### config.mk
export PLATFORM = sky130hd
export DESIGN_NAME = spps_top
export DESIGN_NICKNAME = d
export VERILOG_FILES = /design/src/verilog/spps_pkg.sv /design/src/verilog/spps_top.sv
export SDC_FILE = /design/constraint.sdc
export NUM_CORES = 2
export LEC_CHECK = 0
export BUFFER_PORTS_ARGS = -buffer_cell sky130_fd_sc_hd__clkbuf_2
export CORE_MARGIN = 8
export CORE_UTILIZATION = 64
export CTS_BUF_LIST = sky130_fd_sc_hd__clkbuf_8
export CTS_CLUSTER_DIAMETER = 60
export DETAILED_ROUTE_END_ITERATION = 12
export PLACE_DENSITY_LB_ADDON = 0.2
export SLEW_MARGIN = 20
export SYNTH_ARGS = -nofsm -noshare
export SYNTH_HDL_FRONTEND = slang
export SYNTH_SLANG_ARGS = --single-unit
### constraint.sdc
create_clock -name mclk -period 7.4 [get_ports mclk]
set_input_delay 0.37 -clock mclk [delete_from_list [all_inputs] [get_ports mclk]]
set_output_delay 0.37 -clock mclk [all_outputs]
set_load 0.005 [all_outputs]
### src/verilog/spps_pkg.sv
`default_nettype none
// ------------------------------------------------------------
// Shared constants and carriers of the setpoint sequencer
// ------------------------------------------------------------
package spps_pkg;
	// Value width of MV, setpoints and program elements
	localparam int VW = 16;
	typedef logic signed [VW-1:0] spps_val_t;
	// Clock rate and one-second time base
	localparam int MCLK_HZ       = 50_000_000;
	localparam int TICK_PERIOD_S = 1;
	localparam int TICK_CYCLES   = MCLK_HZ * TICK_PERIOD_S;
	localparam int TICK_W        = 26;
	// Seconds per ramp rate unit (rate is per minute)
	localparam logic [7:0] RAMP_UNIT_S = 8'h3c;
	// Program shape
	localparam int NUM_ELEM = 8;
	localparam int NUM_PAT  = 4;
	localparam int STEP_W   = 4;
	localparam int PAT_W    = 2;
	localparam int IDX_W    = 3;
	// Repetition count ceiling and default
	localparam logic [VW-1:0] EXEC_MAX = 16'h270f;
	localparam logic [VW-1:0] EXEC_DEF = 16'h0000;
	// Element select codes on the parameter write port
	localparam logic [1:0] SEL_TARGET = 2'h0;
	localparam logic [1:0] SEL_RATE   = 2'h1;
	localparam logic [1:0] SEL_SOAK   = 2'h2;
	localparam logic [1:0] SEL_EXEC   = 2'h3;
	// Loop operating conditions that steer the MV limiters
	typedef struct packed {
		logic onoff;
		logic manual;
		logic stopped;
		logic error;
		logic auto_tuning;
		logic pos_prop;
	} spps_mode_t;
	// MV limiter settings
	typedef struct packed {
		spps_val_t       upper;
		spps_val_t       lower;
		logic [VW-1:0]   rate;
	} spps_mvcfg_t;
	// Program parameter write
	typedef struct packed {
		logic            we;
		logic [PAT_W-1:0] pat;
		logic [IDX_W-1:0] idx;
		logic [1:0]      sel;
		logic [VW-1:0]   data;
	} spps_parw_t;
	// Sequencer states
	typedef enum logic [0:0] {ST_IDLE, ST_RUN} spps_state_t;
endpackage : spps_pkg
`default_nettype wire

### src/verilog/spps_top.sv
`default_nettype none
// Overview of operation
// RULE_01 - Clamp output MV to upper/lower limits
// RULE_02 - Cooling negative; upper heats, lower cools
// RULE_03 - Slew MV by rate limit each second
// RULE_04 - Bypass limiters per control condition
// RULE_05 - Clamp setpoint; force stored value into limits
// RULE_06 - Range change resets setpoint limits to scale
// RULE_07 - Rate-of-rise form only when mode selected
// RULE_08 - Element i gives ramp 2i, soak 2i+1
// RULE_09 - Even count ends soak, odd ends ramp
// RULE_10 - Zero rise rate skips ramp step
// RULE_11 - Start loads setpoint with process value
// RULE_12 - Ramp moves setpoint by rate, ends at target
// RULE_13 - Changed rate or target applies at once
// RULE_14 - Soak holds setpoint for soak time
// RULE_15 - Start under input error at step 1
// RULE_16 - Hold pauses timing, lights indicator, freezes setpoint
// RULE_17 - Hold cancelled by off, run, reset, advance end
// RULE_18 - Advance moves one step, self clears
// RULE_19 - Advance under hold keeps hold
// RULE_20 - Repeat pattern by its count; zero never runs
// RULE_21 - Report repetition number; zero when stopped
// RULE_22 - Run-all walks patterns, skipping zero counts
// RULE_23 - Continue-at-power-on resumes retained pattern
// RULE_24 - Reset in run-all returns to step 0
// RULE_25 - All timing from one-second tick
module spps_top #(
	parameter int TICK_CYCLES = spps_pkg::TICK_CYCLES
) (
	input  wire logic                         mclk,
	input  wire logic                         rstn,
	input  wire spps_pkg::spps_mode_t         mode,
	input  wire spps_pkg::spps_mvcfg_t        mv_cfg,
	input  wire spps_pkg::spps_val_t          mv_calc,
	input  wire logic                         lim_we,
	input  wire spps_pkg::spps_val_t          sp_upper,
	input  wire spps_pkg::spps_val_t          sp_lower,
	input  wire logic                         range_change,
	input  wire spps_pkg::spps_val_t          scale_hi,
	input  wire spps_pkg::spps_val_t          scale_lo,
	input  wire logic                         sp_we,
	input  wire spps_pkg::spps_val_t          sp_wdata,
	input  wire spps_pkg::spps_parw_t         par_w,
	input  wire logic                         rate_mode,
	input  wire logic [spps_pkg::STEP_W-1:0]  step_count,
	input  wire spps_pkg::spps_val_t          process_value,
	input  wire logic                         input_error,
	input  wire logic                         run_cmd,
	input  wire logic                         reset_cmd,
	input  wire logic                         hold_set,
	input  wire logic                         advance_set,
	input  wire logic                         run_all_en,
	input  wire logic                         power_continue,
	input  wire logic                         restore_cmd,
	input  wire logic [spps_pkg::PAT_W-1:0]   restore_pat,
	output spps_pkg::spps_val_t               manipulated_variable,
	output spps_pkg::spps_val_t               present_setpoint,
	output spps_pkg::spps_val_t               sp_hi_out,
	output spps_pkg::spps_val_t               sp_lo_out,
	output logic [spps_pkg::STEP_W-1:0]       step_no,
	output logic [spps_pkg::PAT_W-1:0]        pattern_no,
	output logic [spps_pkg::VW-1:0]           repeat_no,
	output logic                              hold_led,
	output logic                              advance_clear,
	output logic                              running,
	output logic                              prog_end
);
	// ------------------------------------------------------------
	// Helpers
	// ------------------------------------------------------------
	// Clamp a value into [lo, hi]; lo wins if limits cross
	function automatic spps_pkg::spps_val_t clampv(input spps_pkg::spps_val_t v,
		input spps_pkg::spps_val_t lo, input spps_pkg::spps_val_t hi);
		clampv = (v > hi) ? hi : v;
		if (clampv < lo)
			clampv = lo;
	endfunction : clampv
	// Step from cur toward goal by at most d
	function automatic spps_pkg::spps_val_t slew(input spps_pkg::spps_val_t cur,
		input spps_pkg::spps_val_t goal, input logic [spps_pkg::VW-1:0] d);
		logic signed [spps_pkg::VW:0] up;
		logic signed [spps_pkg::VW:0] dn;
		up = 17'(cur) + $signed({1'b0, d});
		dn = 17'(cur) - $signed({1'b0, d});
		if (goal > cur)
			slew = (17'(goal) < up) ? goal : up[spps_pkg::VW-1:0];
		else
			slew = (17'(goal) > dn) ? goal : dn[spps_pkg::VW-1:0];
	endfunction : slew

	// ------------------------------------------------------------
	// One-second time base
	// ------------------------------------------------------------
	logic [spps_pkg::TICK_W-1:0] tick_cnt_reg;   // Cycle counter
	logic [spps_pkg::TICK_W-1:0] tick_cnt_next;
	logic                        tick_reg;       // One-cycle second pulse
	logic                        tick_next;
	// RULE_25 one tick source
	always_comb
	begin
		tick_next     = 1'b0;
		tick_cnt_next = tick_cnt_reg + 1'b1;
		if (tick_cnt_reg == spps_pkg::TICK_W'(TICK_CYCLES - 1))
		begin
			tick_cnt_next = '0;
			tick_next     = 1'b1;
		end
	end
	always_ff @(posedge mclk or negedge rstn)
		if (!rstn)
		begin
			tick_cnt_reg <= '0;
			tick_reg     <= 1'b0;
		end
		else
		begin
			tick_cnt_reg <= tick_cnt_next;
			tick_reg     <= tick_next;
		end

	// ------------------------------------------------------------
	// Manipulated variable limiter
	// ------------------------------------------------------------
	spps_pkg::spps_val_t mv_reg;     // Output MV
	spps_pkg::spps_val_t mv_next;
	logic                byp_all;    // Both limiters off
	logic                byp_rate;   // Slew limiter off
	logic                byp_val;    // Value limiter off
	spps_pkg::spps_val_t mv_goal;    // Value-limited target
	// RULE_04 bypass conditions
	always_comb
	begin
		byp_all  = mode.onoff | mode.manual | mode.stopped | mode.error;
		byp_rate = byp_all | mode.auto_tuning;
		byp_val  = byp_all | mode.pos_prop;
	end
	// Limits act on signed MV, so cooling demand sits below zero
	always_comb
	begin
		// RULE_01 RULE_02 signed value clamp
		mv_goal = byp_val ? mv_calc : clampv(mv_calc, mv_cfg.lower, mv_cfg.upper);
		mv_next = mv_reg;
		if (byp_rate)
			mv_next = mv_goal;
		// RULE_03 per-second slew
		else if (tick_reg)
			mv_next = slew(mv_reg, mv_goal, mv_cfg.rate);
	end
	always_ff @(posedge mclk or negedge rstn)
		if (!rstn)
			mv_reg <= '0;
		else
			mv_reg <= mv_next;

	// ------------------------------------------------------------
	// Setpoint limiter
	// ------------------------------------------------------------
	spps_pkg::spps_val_t sp_hi_reg;   // Active upper limit
	spps_pkg::spps_val_t sp_hi_next;
	spps_pkg::spps_val_t sp_lo_reg;   // Active lower limit
	spps_pkg::spps_val_t sp_lo_next;
	spps_pkg::spps_val_t sp_set_reg;  // Stored local setpoint
	spps_pkg::spps_val_t sp_set_next;
	always_comb
	begin
		sp_hi_next = sp_hi_reg;
		sp_lo_next = sp_lo_reg;
		// RULE_06 scale reset of limits
		if (range_change)
		begin
			sp_hi_next = scale_hi;
			sp_lo_next = scale_lo;
		end
		else if (lim_we)
		begin
			sp_hi_next = sp_upper;
			sp_lo_next = sp_lower;
		end
		// RULE_05 writes and stored value kept in range
		sp_set_next = clampv(sp_we ? sp_wdata : sp_set_reg, sp_lo_reg, sp_hi_reg);
	end
	always_ff @(posedge mclk or negedge rstn)
		if (!rstn)
		begin
			sp_hi_reg  <= '0;
			sp_lo_reg  <= '0;
			sp_set_reg <= '0;
		end
		else
		begin
			sp_hi_reg  <= sp_hi_next;
			sp_lo_reg  <= sp_lo_next;
			sp_set_reg <= sp_set_next;
		end

	// ------------------------------------------------------------
	// Program element storage
	// ------------------------------------------------------------
	spps_pkg::spps_val_t target_mem [spps_pkg::NUM_PAT][spps_pkg::NUM_ELEM];
	logic [spps_pkg::VW-1:0] rate_mem [spps_pkg::NUM_PAT][spps_pkg::NUM_ELEM];
	logic [spps_pkg::VW-1:0] soak_mem [spps_pkg::NUM_PAT][spps_pkg::NUM_ELEM];
	logic [spps_pkg::VW-1:0] exec_mem [spps_pkg::NUM_PAT];
	// Counts above the ceiling are held at the ceiling
	always_ff @(posedge mclk or negedge rstn)
		if (!rstn)
		begin
			for (int p = 0; p < spps_pkg::NUM_PAT; p++)
				exec_mem[p] <= spps_pkg::EXEC_DEF;
		end
		else if (par_w.we)
		begin
			case (par_w.sel)
				spps_pkg::SEL_TARGET: target_mem[par_w.pat][par_w.idx] <= par_w.data;
				spps_pkg::SEL_RATE:   rate_mem[par_w.pat][par_w.idx] <= par_w.data;
				spps_pkg::SEL_SOAK:   soak_mem[par_w.pat][par_w.idx] <= par_w.data;
				default:
					exec_mem[par_w.pat] <= (par_w.data > spps_pkg::EXEC_MAX) ?
						spps_pkg::EXEC_MAX : par_w.data;
			endcase
		end

	// ------------------------------------------------------------
	// Program sequencer
	// ------------------------------------------------------------
	spps_pkg::spps_state_t      st_reg;      // Idle or running
	spps_pkg::spps_state_t      st_next;
	logic [spps_pkg::STEP_W-1:0] step_reg;   // Current step
	logic [spps_pkg::STEP_W-1:0] step_next;
	logic [spps_pkg::PAT_W-1:0]  pat_reg;    // Current pattern, survives stop
	logic [spps_pkg::PAT_W-1:0]  pat_next;
	logic [spps_pkg::VW-1:0]     rep_reg;    // Repetition number
	logic [spps_pkg::VW-1:0]     rep_next;
	spps_pkg::spps_val_t         psp_reg;    // Program setpoint
	spps_pkg::spps_val_t         psp_next;
	logic [spps_pkg::VW-1:0]     secs_reg;   // Seconds into step
	logic [spps_pkg::VW-1:0]     secs_next;
	logic [7:0]                  unit_reg;   // Seconds into ramp unit
	logic [7:0]                  unit_next;
	logic                        hold_reg;   // Hold active
	logic                        hold_next;
	logic                        hprev_reg;  // Last hold setting
	logic                        adv_reg;    // Advance clear pulse
	logic                        end_reg;    // End pulse
	logic                        end_next;
	logic [spps_pkg::IDX_W-1:0]  ei;         // Element index of step
	logic                        step_done;  // Current step finished
	logic                        nxt_ok;     // A next pattern exists
	logic [spps_pkg::PAT_W-1:0]  nxt_pat;    // Next runnable pattern

	// Next pattern with nonzero count after the current one
	always_comb
	begin
		nxt_ok  = 1'b0;
		nxt_pat = pat_reg;
		// RULE_22 skip zero-count patterns
		for (int p = spps_pkg::NUM_PAT - 1; p >= 0; p--)
			if (p > int'(pat_reg) && exec_mem[p] != '0)
			begin
				nxt_ok  = 1'b1;
				nxt_pat = spps_pkg::PAT_W'(p);
			end
	end

	always_comb
	begin
		st_next   = st_reg;
		step_next = step_reg;
		pat_next  = pat_reg;
		rep_next  = rep_reg;
		psp_next  = psp_reg;
		secs_next = secs_reg;
		unit_next = unit_reg;
		hold_next = hold_reg;
		end_next  = 1'b0;
		step_done = 1'b0;
		// RULE_08 step 2i/2i+1 share element i
		ei = rate_mode ? step_reg[spps_pkg::STEP_W-1:1] : step_reg[spps_pkg::IDX_W-1:0];
		// RULE_16 hold follows setting edges
		if (hold_set && !hprev_reg)
			hold_next = 1'b1;
		// RULE_17 cancel on setting off
		else if (!hold_set && hprev_reg)
			hold_next = 1'b0;
		if (reset_cmd)
		begin
			// RULE_24 back to step 0, same pattern
			st_next   = spps_pkg::ST_IDLE;
			step_next = '0;
			rep_next  = '0;
			hold_next = 1'b0;
		end
		else if (run_cmd || (restore_cmd && power_continue && run_all_en))
		begin
			// RULE_23 resume retained pattern
			if (restore_cmd && !run_cmd)
				pat_next = restore_pat;
			// RULE_20 zero count never starts
			if (exec_mem[pat_next] != '0)
			begin
				st_next = spps_pkg::ST_RUN;
				// RULE_15 input error in rate mode starts at step 1
				step_next = (rate_mode && input_error) ? 1'b1 : '0;
				rep_next  = 16'h0001;
				// RULE_11 start from process value
				psp_next  = process_value;
				secs_next = '0;
				unit_next = '0;
				hold_next = 1'b0;
			end
		end
		else if (st_reg == spps_pkg::ST_RUN)
		begin
			// RULE_18 advance exactly one step
			if (advance_set)
				step_done = 1'b1;
			// RULE_09 end after last step
			else if (step_reg >= step_count)
				step_done = 1'b0;
			// RULE_10 zero rate skips the ramp
			else if (rate_mode && !step_reg[0] && rate_mem[pat_reg][ei] == '0)
				step_done = 1'b1;
			else if (rate_mode && !step_reg[0])
			begin
				// RULE_12 RULE_13 live rate and target
				if (psp_reg == target_mem[pat_reg][ei])
					step_done = 1'b1;
				else if (tick_reg && !hold_reg)
				begin
					unit_next = unit_reg + 1'b1;
					if (unit_next == spps_pkg::RAMP_UNIT_S)
					begin
						unit_next = '0;
						psp_next  = slew(psp_reg, target_mem[pat_reg][ei],
							rate_mem[pat_reg][ei]);
					end
				end
			end
			else
			begin
				// RULE_14 RULE_07 hold setpoint for soak or step time
				if (!rate_mode)
					psp_next = target_mem[pat_reg][ei];
				if (secs_reg >= soak_mem[pat_reg][ei])
					step_done = 1'b1;
				else if (tick_reg && !hold_reg)
					secs_next = secs_reg + 1'b1;
			end
			if (step_done)
			begin
				step_next = step_reg + 1'b1;
				secs_next = '0;
				unit_next = '0;
			end
			// RULE_09 pattern end once count reached
			if (step_reg >= step_count)
			begin
				step_next = '0;
				if (rep_reg < exec_mem[pat_reg])
					rep_next = rep_reg + 1'b1;
				else if (run_all_en && nxt_ok)
				begin
					pat_next = nxt_pat;
					rep_next = 16'h0001;
				end
				else
				begin
					st_next  = spps_pkg::ST_IDLE;
					rep_next = '0;
					end_next = 1'b1;
					// RULE_17 end through advance cancels hold
					hold_next = 1'b0;
				end
			end
		end
	end

	always_ff @(posedge mclk or negedge rstn)
		if (!rstn)
		begin
			st_reg    <= spps_pkg::ST_IDLE;
			step_reg  <= '0;
			pat_reg   <= '0;
			rep_reg   <= '0;
			psp_reg   <= '0;
			secs_reg  <= '0;
			unit_reg  <= '0;
			hold_reg  <= 1'b0;
			hprev_reg <= 1'b0;
			adv_reg   <= 1'b0;
			end_reg   <= 1'b0;
		end
		else
		begin
			st_reg    <= st_next;
			step_reg  <= step_next;
			pat_reg   <= pat_next;
			rep_reg   <= rep_next;
			psp_reg   <= psp_next;
			secs_reg  <= secs_next;
			unit_reg  <= unit_next;
			// RULE_19 advance leaves hold untouched
			hold_reg  <= hold_next;
			hprev_reg <= hold_set;
			// RULE_18 advance setting self clears
			adv_reg   <= advance_set;
			end_reg   <= end_next;
		end

	// ------------------------------------------------------------
	// Outputs
	// ------------------------------------------------------------
	spps_pkg::spps_val_t out_sp_reg;  // Limited setpoint to the loop
	always_ff @(posedge mclk or negedge rstn)
		if (!rstn)
			out_sp_reg <= '0;
		// RULE_05 setpoint to loop stays in limits
		else
			out_sp_reg <= clampv((st_reg == spps_pkg::ST_RUN) ? psp_reg : sp_set_reg,
				sp_lo_reg, sp_hi_reg);

	assign manipulated_variable = mv_reg;
	assign present_setpoint     = out_sp_reg;
	assign sp_hi_out            = sp_hi_reg;
	assign sp_lo_out            = sp_lo_reg;
	assign step_no              = step_reg;
	assign pattern_no           = pat_reg;
	// RULE_21 zero while stopped
	assign repeat_no            = rep_reg;
	assign hold_led             = hold_reg;
	assign advance_clear        = adv_reg;
	assign running              = (st_reg == spps_pkg::ST_RUN);
	assign prog_end             = end_reg;
endmodule : spps_top
`default_nettype wire

==> out/results.ini <==
[synthesis]
yosysSeqAreaShare_pct = 64.79
synth_cells = 5204
yosysWarningCount = 0
synth_cell_types = 79
yosys-top-cells-area = edfxtp_1 (57%), mux4_2 (11%), dfrtp_1 (7.4%)
yosysTopAreaCellShare_pct = 57.38
synth_edf_count = 1536
synth_top_area_cell = edfxtp_1
async_flop_share_pct = 13.42
yosysMostFrequentCell = edfxtp_1
ys_ff_latch = 1774
avgSynthCellArea_um2 = 15.45
synth_flop_cell = edfxtp_1
syn_area_um2 = 80380
synthesis.nets = 5713
synth_commonest_cells = edfxtp_1 (1536), nand2_1 (506), mux4_2 (410), ha_1 (295), dfrtp_1 (238)

[pwr]
seqPwrFrac_pct = 37.6
ir_drop_uv = 247.5
sw_frac_of_total_pct = 32.82
p_per_area_nw_per_um2 = 331.1
clockPowerShare_pct = 26.3
power_frac_comb_pct = 36.1
cellInternalPower_w = 0.02040
power.leakage_nw = 34.33
p_switching_w = 0.009964

[final_layout]
multi_input_area_um2 = 26630
final_area_um2 = 91700
num-fill-cells = 7612
nets = 6417
register_area_um2 = 52090
largestRegisters = rate_mem x512, soak_mem x512, target_mem x512
syn2layout_area_growth_pct = 14.08
layout-drive-gt1-share_pct = 23.73

[sta]
period_needed_ps = 7135
slew_viol_final = 0
clock.fmax_mhz = 140.2
slew_headroom_pct = 26.34
finalClockSkew_ps = 81.12
fin_crit_sh_pct = 96.42
tns_ps = 0
hold_viol = 0
setup_viol = 0
worst_pin_slew_ps = 1101

[floorplanning]
core_um2 = 125100
die-width_um = 370.4
dieArea_um2 = 137200
start_util_pct = 64.26
fp.dieH_um = 370.4
pin_count = 300
rows = 130

[route]
dr.first_iter.drc_count = 5772
drcViolationCount = 0
wl_per_cell_um = 27.88
vias_per_cell = 6.471
ant_nets = 0
drt_wl_total_mm = 216.5
drtPass1Iterations = 8
vias = 50250

[setup_path]
path_class = in2reg
cp-end-kind = flop
worst_path_max_delay_cell = dlygate4sd3_1
critical_path.max_stage_delay_ps = 580
worstReg2RegStart = step_no[2]
reg2reg_depth = 23
required_ps = 8250
setup.worst_path.start_class = primary input
crit_fanout = 13
crit_arrival_ps = 7990
reg2reg_slack_ps = 530
r2r-end = psp_reg[7]

[grt]
track_usage_pct = 31.32
busiest_layer = met2
grt_max_degree = 125
grt_overflow_total = 0
grtUsageMet2_pct = 50.35
grt_pass1_vias = 50920
antenna_found_initial = 8
met3_usage_pct = 6.487
grt_use_met1_pct = 42.26
grt_pass1_wl_mm = 320.6

[clock_tree]
cts_root_buf = clkbuf_8
htree_num_levels = 5
cts_buffer_depth = 4
cts_tree = done
clk_pin_slew_ps = 60
cts_buffers = 297
cts_sinks = 1774
clock_latency_ps = 1000

[placed_design]
dpl.hpwl_mm = 140.5
io_buffers = 299
placed_area_um2 = 84920
place_congestion = 0.9113

[min_path]
whs_path_depth = 5
min_to = sp_set_reg[7]
worst_hold_startpoint = sp_wdata[7]
min_path_type = in2reg

[outcome]
outcome = finished clean

[job]
drv_cap = 0

## worst max path at each step
stage	from	to
final	mv_calc[1]	manipulated_variable[1]
after floorplan	mv_cfg[33]	manipulated_variable[15]
after global routing	mv_calc[10]	manipulated_variable[1]
after CTS	mv_calc[1]	manipulated_variable[1]
after global placement	mv_cfg[41]	manipulated_variable[15]
after detailed placement	mv_cfg[41]	manipulated_variable[15]
## power by group through the flow
stage	clock [W]	sequential [W]	combinational, W
finish	0.00798	0.0114	0.0110
CTS	0.00806	0.0114	0.0109
global route	0.00849	0.0114	0.0119
global placement	0	0.0116	0.0106
detailed placement	0	0.0116	0.0108
floorplan	0	0.0115	0.00776
## repair_timing
item                                    in CTS  in global routing
resized for setup                            0                 14
endpoints found under the setup margin       0                 16
hold buffers                               123                  3
hold endpoints to repair                   499                 50
buffers inserted                             0                  5
## cells by family after synthesis
group | share of synthesized area, %
flip-flops | 64.79
AND/OR/NAND/NOR | 7.304
AO/OA/AOI/OAI | 5.596
multiplexers | 14.47
buffers and inverters | 2.282
adder cells (fa/ha/maj) | 4.692
XOR/XNOR | 0.8608
## metal layers
metal	part of all wire, %	wire (um)
met5	0.0060	13
met4	4.2	8995
met3	9.7	21100
met1	38	83330
met2	48	103100
## critical path: cells and delay by family
family | cells | cell delay (ps)
compound gates | 15 | 3020
buf+inv | 9 | 2570
fa+ha+maj | 3 | 800
simple gates | 6 | 750
mux | 2 | 460
## final cells by class
cell class,instances,area share (%)
Inverter,227,0.9292
Multi-Input combinational cell,2962,29.04
Timing Repair Buffer,646,5.139
Tap cell,1650,2.251
Antenna cell,9,0.02456
Sequential cell,1774,56.80
Clock buffer,319,4.788
Clock inverter,179,1.022
## per-stage QoR
step                hold WS, ps  worst slack [ps]  total power [W]  util [%]  std cells
floorplan                 74.41             61.22          0.01924         -       5204
global placement          391.0             157.4          0.02225     67.89       7127
detailed placement        386.6             116.1          0.02241     67.89       7127
CTS                      0.3249             69.28          0.03040     73.15       7748
global route              66.43            -42.32          0.03185     73.30       7758
finish                    62.90             265.0          0.03036     73.31       7766
## layout by cell type, fill, tap and decap left out, types with 18 or more instances in the layout
master            n
clkbuf_8        319
dlygate4sd3_1   125
mux4_2          410
nor4_1           30
nor2_1          224
a31oi_1          42
a21oi_1         140
or3_1            25
mux2_2          107
o21ai_0         177
nand2b_1         35
nor2b_1          27
ha_1            295
clkinv_2         31
and3_1           61
xnor2_1          62
o21a_1           31
o211ai_1         27
mux2i_1         113
nand3_1         176
nand4_1          43
nand2_1         506
a311oi_1         18
a21o_1           59
buf_4           218
clkinv_1         50
and2_1           20
dfrtp_1         236
nor3_1           56
edfxtp_1       1536
clkbuf_2        282
inv_1           313
No activity file was read; power rests on OpenSTA's default activity.
